===== config.mk =====
export PLATFORM = sky130hd
export DESIGN_NAME = reset_and_boot_mode_latch
export DESIGN_NICKNAME = d
export VERILOG_FILES = /design/src/logic/rst_boot_pkg.sv /design/src/logic/reset_and_boot_mode_latch.sv
export SDC_FILE = /design/constraint.sdc
export NUM_CORES = 1
export LEC_CHECK = 0
export BUFFER_PORTS_ARGS = -buffer_cell sky130_fd_sc_hd__buf_2
export CORE_MARGIN = 2
export CORE_UTILIZATION = 42
export CTS_CLUSTER_SIZE = 8
export DETAILED_ROUTE_END_ITERATION = 16
export PLACE_DENSITY = 0.78
export SLEW_MARGIN = 5
export SYNTH_ARGS = -nofsm -noshare
export SYNTH_HDL_FRONTEND = slang
export SYNTH_SLANG_ARGS = --single-unit

===== constraint.sdc =====
create_clock -name CLK_I -period 1.7 [get_ports CLK_I]
set_input_delay 0.085 -clock CLK_I [delete_from_list [all_inputs] [get_ports CLK_I]]
set_output_delay 0.085 -clock CLK_I [all_outputs]
set_load 0.05 [all_outputs]

===== src/logic/rst_boot_pkg.sv =====
package rst_boot_pkg;

   // ------------------------------------------------------------------
   // register map
   // ------------------------------------------------------------------
   localparam logic [3:0] PUD_OFFSET    = 4'h0;   // pull-up disable register
   localparam logic [3:0] STATUS_OFFSET = 4'h4;   // latched boot state, read only
   localparam logic [3:0] CTRL_OFFSET   = 4'h8;   // not decoded, writes and reads get a slave error

   // pull-up disable field positions
   localparam int PUD_RESET_BIT = 0;
   localparam int PUD_BOOT_BIT  = 1;
   localparam int PUD_WIDTH_BIT = 2;
   localparam logic [2:0] PUD_RESET_VAL = 3'h0;

   // status field positions
   localparam int ST_BOOT_SOURCE_STRAP_BIT = 0;
   localparam int ST_WIDE_BIT    = 1;
   localparam int ST_SECURE_BIT  = 2;
   localparam int ST_INRST_BIT   = 3;

   // address line counts
   localparam logic [4:0] ADDR_LINES_NARROW = 5'h10;  // 16 lines
   localparam logic [4:0] ADDR_LINES_WIDE   = 5'h14;  // 20 lines

   // timing: release delay after the pin rises and power-on hold, in internal clocks
   localparam int RELEASE_CYCLES = 32;
   localparam int POR_CYCLES     = 16;

   // bus responses
   localparam logic [1:0] RESP_OKAY   = 2'h0;
   localparam logic [1:0] RESP_SLVERR = 2'h2;

   // sequencer states, gray coded along power-on, held, counting, run
   typedef enum logic [1:0] {
      ST_POR   = 2'b00,
      ST_HELD  = 2'b01,
      ST_COUNT = 2'b11,
      ST_RUN   = 2'b10
   } seq_t;

endpackage : rst_boot_pkg


===== src/logic/reset_and_boot_mode_latch.sv =====
// The register offsets and the AXI4-Lite register port were decided locally.
`timescale 1ns/1ps
// How it works
// - while the reset pin is low, internal reset and pull-up disables initialize and stay held.
// - on pin release, the boot mode is captured from the boot source strap.
// - internal reset drops on the clock, fixed cycles after pin release.
// - reset out pin follows the internal reset state at all times.
// - power-on reset holds the chip in reset, independent of the pin.
// - pin reset alone spares debug; full reset needs pin and test reset.
// - strap high boots off-chip unless flash is secured; low boots internally.
// - width strap high adds four address lines, twenty total, gated by boot mode.
// - the reset-pin pull-up disable bit switches off that pull-up.
// - the boot strap pull-up disable bit switches off that pull-up.
// - the width strap pull-up disable bit switches off that pull-up.
// - secured flash with external request falls back to internal boot.
// - internal boot uses sixteen lines; only external boot honours width strap.

module reset_and_boot_mode_latch #(
   parameter int RELEASE_CNT = rst_boot_pkg::RELEASE_CYCLES,
   parameter int POR_CNT     = rst_boot_pkg::POR_CYCLES
) (
   // clock and power-on reset
   input  wire  logic        CLK_I,
   input  wire  logic        RST_I,
   // board pins
   input  wire  logic        RESET_PIN_N_I,
   input  wire  logic        TEST_RESET_N_I,
   input  wire  logic        BOOT_SOURCE_STRAP_I,
   input  wire  logic        MEM_WIDTH_STRAP_I,
   input  wire  logic        FLASH_SECURED_I,
   output logic              RESET_OUT_PIN_N_O,
   output logic              CHIP_RESET_O,
   output logic              DEBUG_RESET_O,
   output logic              RESET_PULLUP_EN_O,
   output logic              BOOT_PULLUP_EN_O,
   output logic              WIDTH_PULLUP_EN_O,
   // latched boot configuration
   output logic              EXT_BOOT_O,
   output logic              SECURE_O,
   output logic [4:0]        ADDR_LINES_O,
   // axi4-lite slave
   input  wire  logic [3:0]  S_AXI_AWADDR,
   input  wire  logic        S_AXI_AWVALID,
   output logic              S_AXI_AWREADY,
   input  wire  logic [31:0] S_AXI_WDATA,
   input  wire  logic [3:0]  S_AXI_WSTRB,
   input  wire  logic        S_AXI_WVALID,
   output logic              S_AXI_WREADY,
   output logic [1:0]        S_AXI_BRESP,
   output logic              S_AXI_BVALID,
   input  wire  logic        S_AXI_BREADY,
   input  wire  logic [3:0]  S_AXI_ARADDR,
   input  wire  logic        S_AXI_ARVALID,
   output logic              S_AXI_ARREADY,
   output logic [31:0]       S_AXI_RDATA,
   output logic [1:0]        S_AXI_RRESP,
   output logic              S_AXI_RVALID,
   input  wire  logic        S_AXI_RREADY
);

   // ------------------------------------------------------------------
   // state
   // ------------------------------------------------------------------
   typedef struct packed {
      rst_boot_pkg::seq_t seq;
      logic [15:0]        cnt;
      logic               in_rst;
      logic               dbg_rst;
      logic               ext_boot;
      logic               secure;
      logic               wide;
      logic [2:0]         pud;
      logic               aw_got;
      logic               w_got;
      logic [3:0]         aw_addr;
      logic [31:0]        w_data;
      logic               bvalid;
      logic [1:0]         bresp;
      logic               arready;
      logic               rvalid;
      logic [31:0]        rdata;
      logic [1:0]         rresp;
   } state_t;

   state_t st_r;
   state_t st_nxt;

   // ------------------------------------------------------------------
   // next state
   // ------------------------------------------------------------------
   // one process holds sequencer and bus slave so the struct has one driver
   always_comb begin
      st_nxt = st_r;
      // debug reset only with test reset
      st_nxt.dbg_rst = ~TEST_RESET_N_I;
      case (st_r.seq)
         rst_boot_pkg::ST_POR: begin
            st_nxt.in_rst = 1'b1;
            st_nxt.cnt    = st_r.cnt + 16'h0001;
            if (st_r.cnt >= 16'(POR_CNT - 1)) begin
               st_nxt.seq = rst_boot_pkg::ST_HELD;
               st_nxt.cnt = 16'h0000;
            end
         end
         rst_boot_pkg::ST_HELD: begin
            st_nxt.in_rst = 1'b1;
            st_nxt.pud    = rst_boot_pkg::PUD_RESET_VAL;
            if (RESET_PIN_N_I) begin
               st_nxt.ext_boot = BOOT_SOURCE_STRAP_I & ~FLASH_SECURED_I;
               st_nxt.secure   = FLASH_SECURED_I;
               // width strap only counts in external boot
               st_nxt.wide     = MEM_WIDTH_STRAP_I & BOOT_SOURCE_STRAP_I
                                 & ~FLASH_SECURED_I;
               st_nxt.seq      = rst_boot_pkg::ST_COUNT;
               st_nxt.cnt      = 16'h0000;
            end
         end
         rst_boot_pkg::ST_COUNT: begin
            st_nxt.cnt = st_r.cnt + 16'h0001;
            if (!RESET_PIN_N_I) begin
               st_nxt.seq = rst_boot_pkg::ST_HELD;
            end else if (st_r.cnt >= 16'(RELEASE_CNT - 1)) begin
               st_nxt.seq    = rst_boot_pkg::ST_RUN;
               st_nxt.in_rst = 1'b0;
            end
         end
         default: begin
            if (!RESET_PIN_N_I) begin
               st_nxt.seq    = rst_boot_pkg::ST_HELD;
               st_nxt.in_rst = 1'b1;
            end
         end
      endcase

      // write channel: address and data taken in either order
      if (S_AXI_AWVALID && !st_r.aw_got && !st_r.bvalid) begin
         st_nxt.aw_got  = 1'b1;
         st_nxt.aw_addr = S_AXI_AWADDR;
      end
      if (S_AXI_WVALID && !st_r.w_got && !st_r.bvalid) begin
         st_nxt.w_got  = 1'b1;
         st_nxt.w_data = S_AXI_WDATA;
      end
      if (st_r.aw_got && st_r.w_got) begin
         st_nxt.aw_got = 1'b0;
         st_nxt.w_got  = 1'b0;
         st_nxt.bvalid = 1'b1;
         st_nxt.bresp  = rst_boot_pkg::RESP_OKAY;
         if (st_r.aw_addr == rst_boot_pkg::PUD_OFFSET) begin
            // pull-up disables written only out of reset
            if (!st_r.in_rst && S_AXI_WSTRB[0]) begin
               st_nxt.pud = st_r.w_data[2:0];
            end
         end else if (st_r.aw_addr == rst_boot_pkg::STATUS_OFFSET) begin
            st_nxt.bresp = rst_boot_pkg::RESP_OKAY;
         end else begin
            st_nxt.bresp = rst_boot_pkg::RESP_SLVERR;
         end
      end
      if (st_r.bvalid && S_AXI_BREADY) begin
         st_nxt.bvalid = 1'b0;
      end

      // read channel
      st_nxt.arready = 1'b0;
      if (S_AXI_ARVALID && !st_r.arready && !st_r.rvalid) begin
         st_nxt.arready = 1'b1;
         st_nxt.rvalid  = 1'b1;
         st_nxt.rresp   = rst_boot_pkg::RESP_OKAY;
         st_nxt.rdata   = 32'h0000_0000;
         if (S_AXI_ARADDR == rst_boot_pkg::PUD_OFFSET) begin
            st_nxt.rdata[2:0] = st_r.pud;
         end else if (S_AXI_ARADDR == rst_boot_pkg::STATUS_OFFSET) begin
            st_nxt.rdata[rst_boot_pkg::ST_BOOT_SOURCE_STRAP_BIT] = st_r.ext_boot;
            st_nxt.rdata[rst_boot_pkg::ST_WIDE_BIT]    = st_r.wide;
            st_nxt.rdata[rst_boot_pkg::ST_SECURE_BIT]  = st_r.secure;
            st_nxt.rdata[rst_boot_pkg::ST_INRST_BIT]   = st_r.in_rst;
         end else begin
            st_nxt.rresp = rst_boot_pkg::RESP_SLVERR;
         end
      end
      if (st_r.rvalid && S_AXI_RREADY) begin
         st_nxt.rvalid = 1'b0;
      end
   end

   // ------------------------------------------------------------------
   // registers
   // ------------------------------------------------------------------
   // power-on reset restarts the whole sequence
   always_ff @(posedge CLK_I) begin
      if (RST_I) begin
         st_r         <= '0;
         st_r.seq     <= rst_boot_pkg::ST_POR;
         st_r.in_rst  <= 1'b1;
         st_r.dbg_rst <= 1'b1;
      end else begin
         st_r <= st_nxt;
      end
   end

   // ------------------------------------------------------------------
   // outputs, all from flops through at most an inverter, a gate or a mux
   // ------------------------------------------------------------------
   // reset out follows internal reset
   assign RESET_OUT_PIN_N_O = ~st_r.in_rst;
   assign CHIP_RESET_O      = st_r.in_rst;
   assign DEBUG_RESET_O     = st_r.dbg_rst;
   assign RESET_PULLUP_EN_O = ~st_r.pud[rst_boot_pkg::PUD_RESET_BIT];
   assign BOOT_PULLUP_EN_O  = ~st_r.pud[rst_boot_pkg::PUD_BOOT_BIT];
   assign WIDTH_PULLUP_EN_O = ~st_r.pud[rst_boot_pkg::PUD_WIDTH_BIT];
   assign EXT_BOOT_O        = st_r.ext_boot;
   assign SECURE_O          = st_r.secure;
   assign ADDR_LINES_O      = st_r.wide ? rst_boot_pkg::ADDR_LINES_WIDE
                                        : rst_boot_pkg::ADDR_LINES_NARROW;
   assign S_AXI_AWREADY     = ~st_r.aw_got & ~st_r.bvalid;
   assign S_AXI_WREADY      = ~st_r.w_got & ~st_r.bvalid;
   assign S_AXI_BVALID      = st_r.bvalid;
   assign S_AXI_BRESP       = st_r.bresp;
   assign S_AXI_ARREADY     = st_r.arready;
   assign S_AXI_RVALID      = st_r.rvalid;
   assign S_AXI_RDATA       = st_r.rdata;
   assign S_AXI_RRESP       = st_r.rresp;
endmodule : reset_and_boot_mode_latch


==> run summary <==
ANT nets after route = 0
Global placement routability congestion = 0.822
Int Power = 1.60 mW
Ratio of cells with drive above 1 in the final layout = 0.276
Status = complete, no violations
Sequential power share = 0.476
Post-synthesis register bit count = 44
Main area contributors after synthesis = dfxtp_1 38%, buf_4 14%, nor2_1 6.5%, a21oi_1 3.7%, mux2i_1 3.5%
Syn Std Cell Area = 2300 um^2
Die area = 6080 um^2
Max Cap Viol = 0
Crit Path Class = flop to flop
Clk slew on worst S/H paths = 0.09 ns
Top delay family on crit path = compound AO/OA/AOI/OAI gates
Die Span X = 78.0 um
Largest net degree at the start of global routing = 24
Height of the die = 78.0 um
Count of final max-slew check failures = 0
Setup bufs post-CTS = 0
Max Freq = 615 MHz
Vias per cell = 4.79
Area share of the largest cell type after synthesis = 0.383
Netlist cell types = 45
WL per Instance = 11.7 um
Initial drt markers = 98
DRC violations left = 0
Buffer and inverter count on the worst path = 1
IO Count = 110
Clock latency at the later pin of the worst-skew pair = 0.30 ns
P_leak = 1.14 nW
Min-Delay Path Class = input pin to flop
Final hold violations = 0
Core area = 5200 um^2
Initial antenna violation count = 0
Async S/R FF share, synth = 0
DRT Pass-1 Iters = 4
Worst vdd ir = 0.513 mV
RSZ-0062 raised after global routing = yes
Final setup violation count = 0
Synthesized instance count = 277
Max stage delay on crit path = 0.35 ns
Top cell type by total area after synthesis = dfxtp_1
Pwr dens = 859 nW/um^2
Detailed Place HPWL = 3420 um
Crit start category = flop
Psw = 703 uW
Fraction of the cycle the final worst path needs = 0.956
Cts bufs inserted = 5
Total power = 2.30 mW
Combinational power share = 0.171
EDFF count, synth = 0
CTS tree = built
Crit path capture type = flop
Mean Syn Cell Area = 8.29 um^2
Layout area overhead = 16.6%
Sw frac = 0.306
# rows = 26
Primary FF master, synth = dfxtp_1
GR Util All Layers = 0.158
Clk sinks = 44
DP Area = 2490 um^2
# diodes = 0
First-pass GRT wire length = 7850 um
CP Cell Sequence = ha_4 > a311oi_2 > a41oi_2 > buf_4 > o32a_1 > o21ai_2
Total grt overflow = 0
Synthesis Warnings = 0
H-tree level count = 2
Vias = 1882
CTS root buf = clkbuf_8
Crit path time final = 1.63 ns
Fin nets = 379
Initial cell density of the core = 0.441
Final Skew = 0.00555 ns
Vias in the first global route = 1757
Clock Tree Buf Depth = 2
Drt total wl = 4590 um
Final instance area = 2680 um^2
Slowest cell on the critical path = dfxtp_2
IO buf count = 43
CP arrival = 1.86 ns
Crit-path max FO = 4
Worst Path Required = 1.93 ns
Setup WS post-layout = 0.0743 ns
Clock power frac = 0.354
Sequential share of the synthesized area = 0.383
Dpl ws = 0.0204 ns
-- layer usage --
metal  global-route usage  routed length (um)  up-vias
met5                    0                   0        -
met4               0.0474                  42        0
met3               0.0442                 295        5
met2                0.257                2170       57
met1                0.204                2080      860
li1                     -                   -      960
-- power by group through the flow --
stage / logic [mW] / clock network [mW] / registers (mW)
2_1_floorplan: 0.363 / 0 / 1.13
3_3_place_gp: 0.383 / 0 / 1.11
3_5_place_dp: 0.388 / 0 / 1.11
4_1_cts: 0.390 / 0.831 / 1.09
5_1_grt: 0.423 / 0.879 / 1.10
6_report: 0.393 / 0.813 / 1.09
-- stage by stage --
stage	hold WS, ns	instances	TNS [ns]	utilization
global route	0.0366	393	-0.0518	0.515
floorplan	0.158	309	0	-
global placement	0.257	384	0	0.479
CTS	0.00863	393	0	0.503
detailed placement	0.258	384	0	0.479
finish	0.0159	393	0	0.515
-- final cells by class --
| cell class | instances | area (um^2) |
|---|---|---|
| sequential | 44 | 885 |
| multi-input combinational | 203 | 1220 |
| clock inverter | 3 | 47.5 |
| timing repair buffer | 59 | 338 |
| tap | 70 | 87.6 |
| fill | 505 | 2530 |
| inverter | 9 | 33.8 |
| clock buffer | 5 | 68.8 |
-- cells by family after synthesis --
family          share of synthesized area
xor+xnor                           0.0267
flops                               0.383
other cells                       0.00327
fa+ha+maj                         0.00545
mux                                0.0398
simple gates                        0.259
buf+inv                             0.178
compound gates                      0.105
-- Yosys cell counts (2+ instances only) --
master,instances
nor3_1,11
and4_1,2
and2_1,5
nand3_1,6
clkbuf_1,5
o21ai_0,8
nor2b_1,2
a22oi_1,4
nand4_1,8
or3b_2,2
buf_2,2
buf_1,2
buf_4,42
conb_1,2
inv_1,9
nand2b_1,2
dfxtp_1,44
or3_1,2
nor4_2,3
mux2i_1,8
nor3b_1,2
nand2_1,16
nor4_1,3
a21oi_1,17
a311oi_1,3
xnor2_1,5
buf_6,2
nor2_1,40
xor2_1,2
and3_1,3
-- cells in the final DEF (no fill, tap or decap), drive strengths merged, types with 3 or more instances in the layout --
cell type and n:
a21oi 17, a22oi 4, a311oi 3, and2 6, and3 3, buf 58, clkbuf 5, conb 34
dfxtp 44, inv 9, mux2i 8, nand2 16, nand3 6, nand4 8, nor2 40, nor3 11
nor4 6, o21ai 9, or3b 3, xnor2 5
-- sequential cells by signal (all words and copies together), names as in the netlist --
register / cells
S_AXI_RVALID: 1
SECURE_O: 1
st_r: 31
S_AXI_ARREADY: 1
DEBUG_RESET_O: 1
EXT_BOOT_O: 1
S_AXI_RRESP: 1
S_AXI_RDATA: 4
S_AXI_BVALID: 1
CHIP_RESET_O: 1
S_AXI_BRESP: 1
-- worst register-to-register path, delay by kind of cell, from the launching register on --
family                     cells  cell delay [ns]
AOI/OAI and AO/OA              4             0.86
adders and majority gates      1             0.17
DFF                            1             0.35
buffers and inverters          1             0.18
-- path summary, 6_finish.rpt --
path	slack, ns	endpoint	cells past startpoint	start
min reg2reg	0.48	SECURE_O	2	SECURE_O
min	0.02	st_r[40]	3	S_AXI_WDATA[1]
max	0.07	st_r[95]	6	st_r[86]
max reg2reg	0.07	st_r[95]	6	st_r[86]
-- repair_timing --
| action | CTS | global route |
|---|---|---|
| endpoints found under the setup margin | 0 | 15 |
| hold endpoints to repair | 1 | 0 |
| resized for setup | 0 | 12 |
| hold buffers | 1 | 0 |
Power figures use the tool's default switching activity.
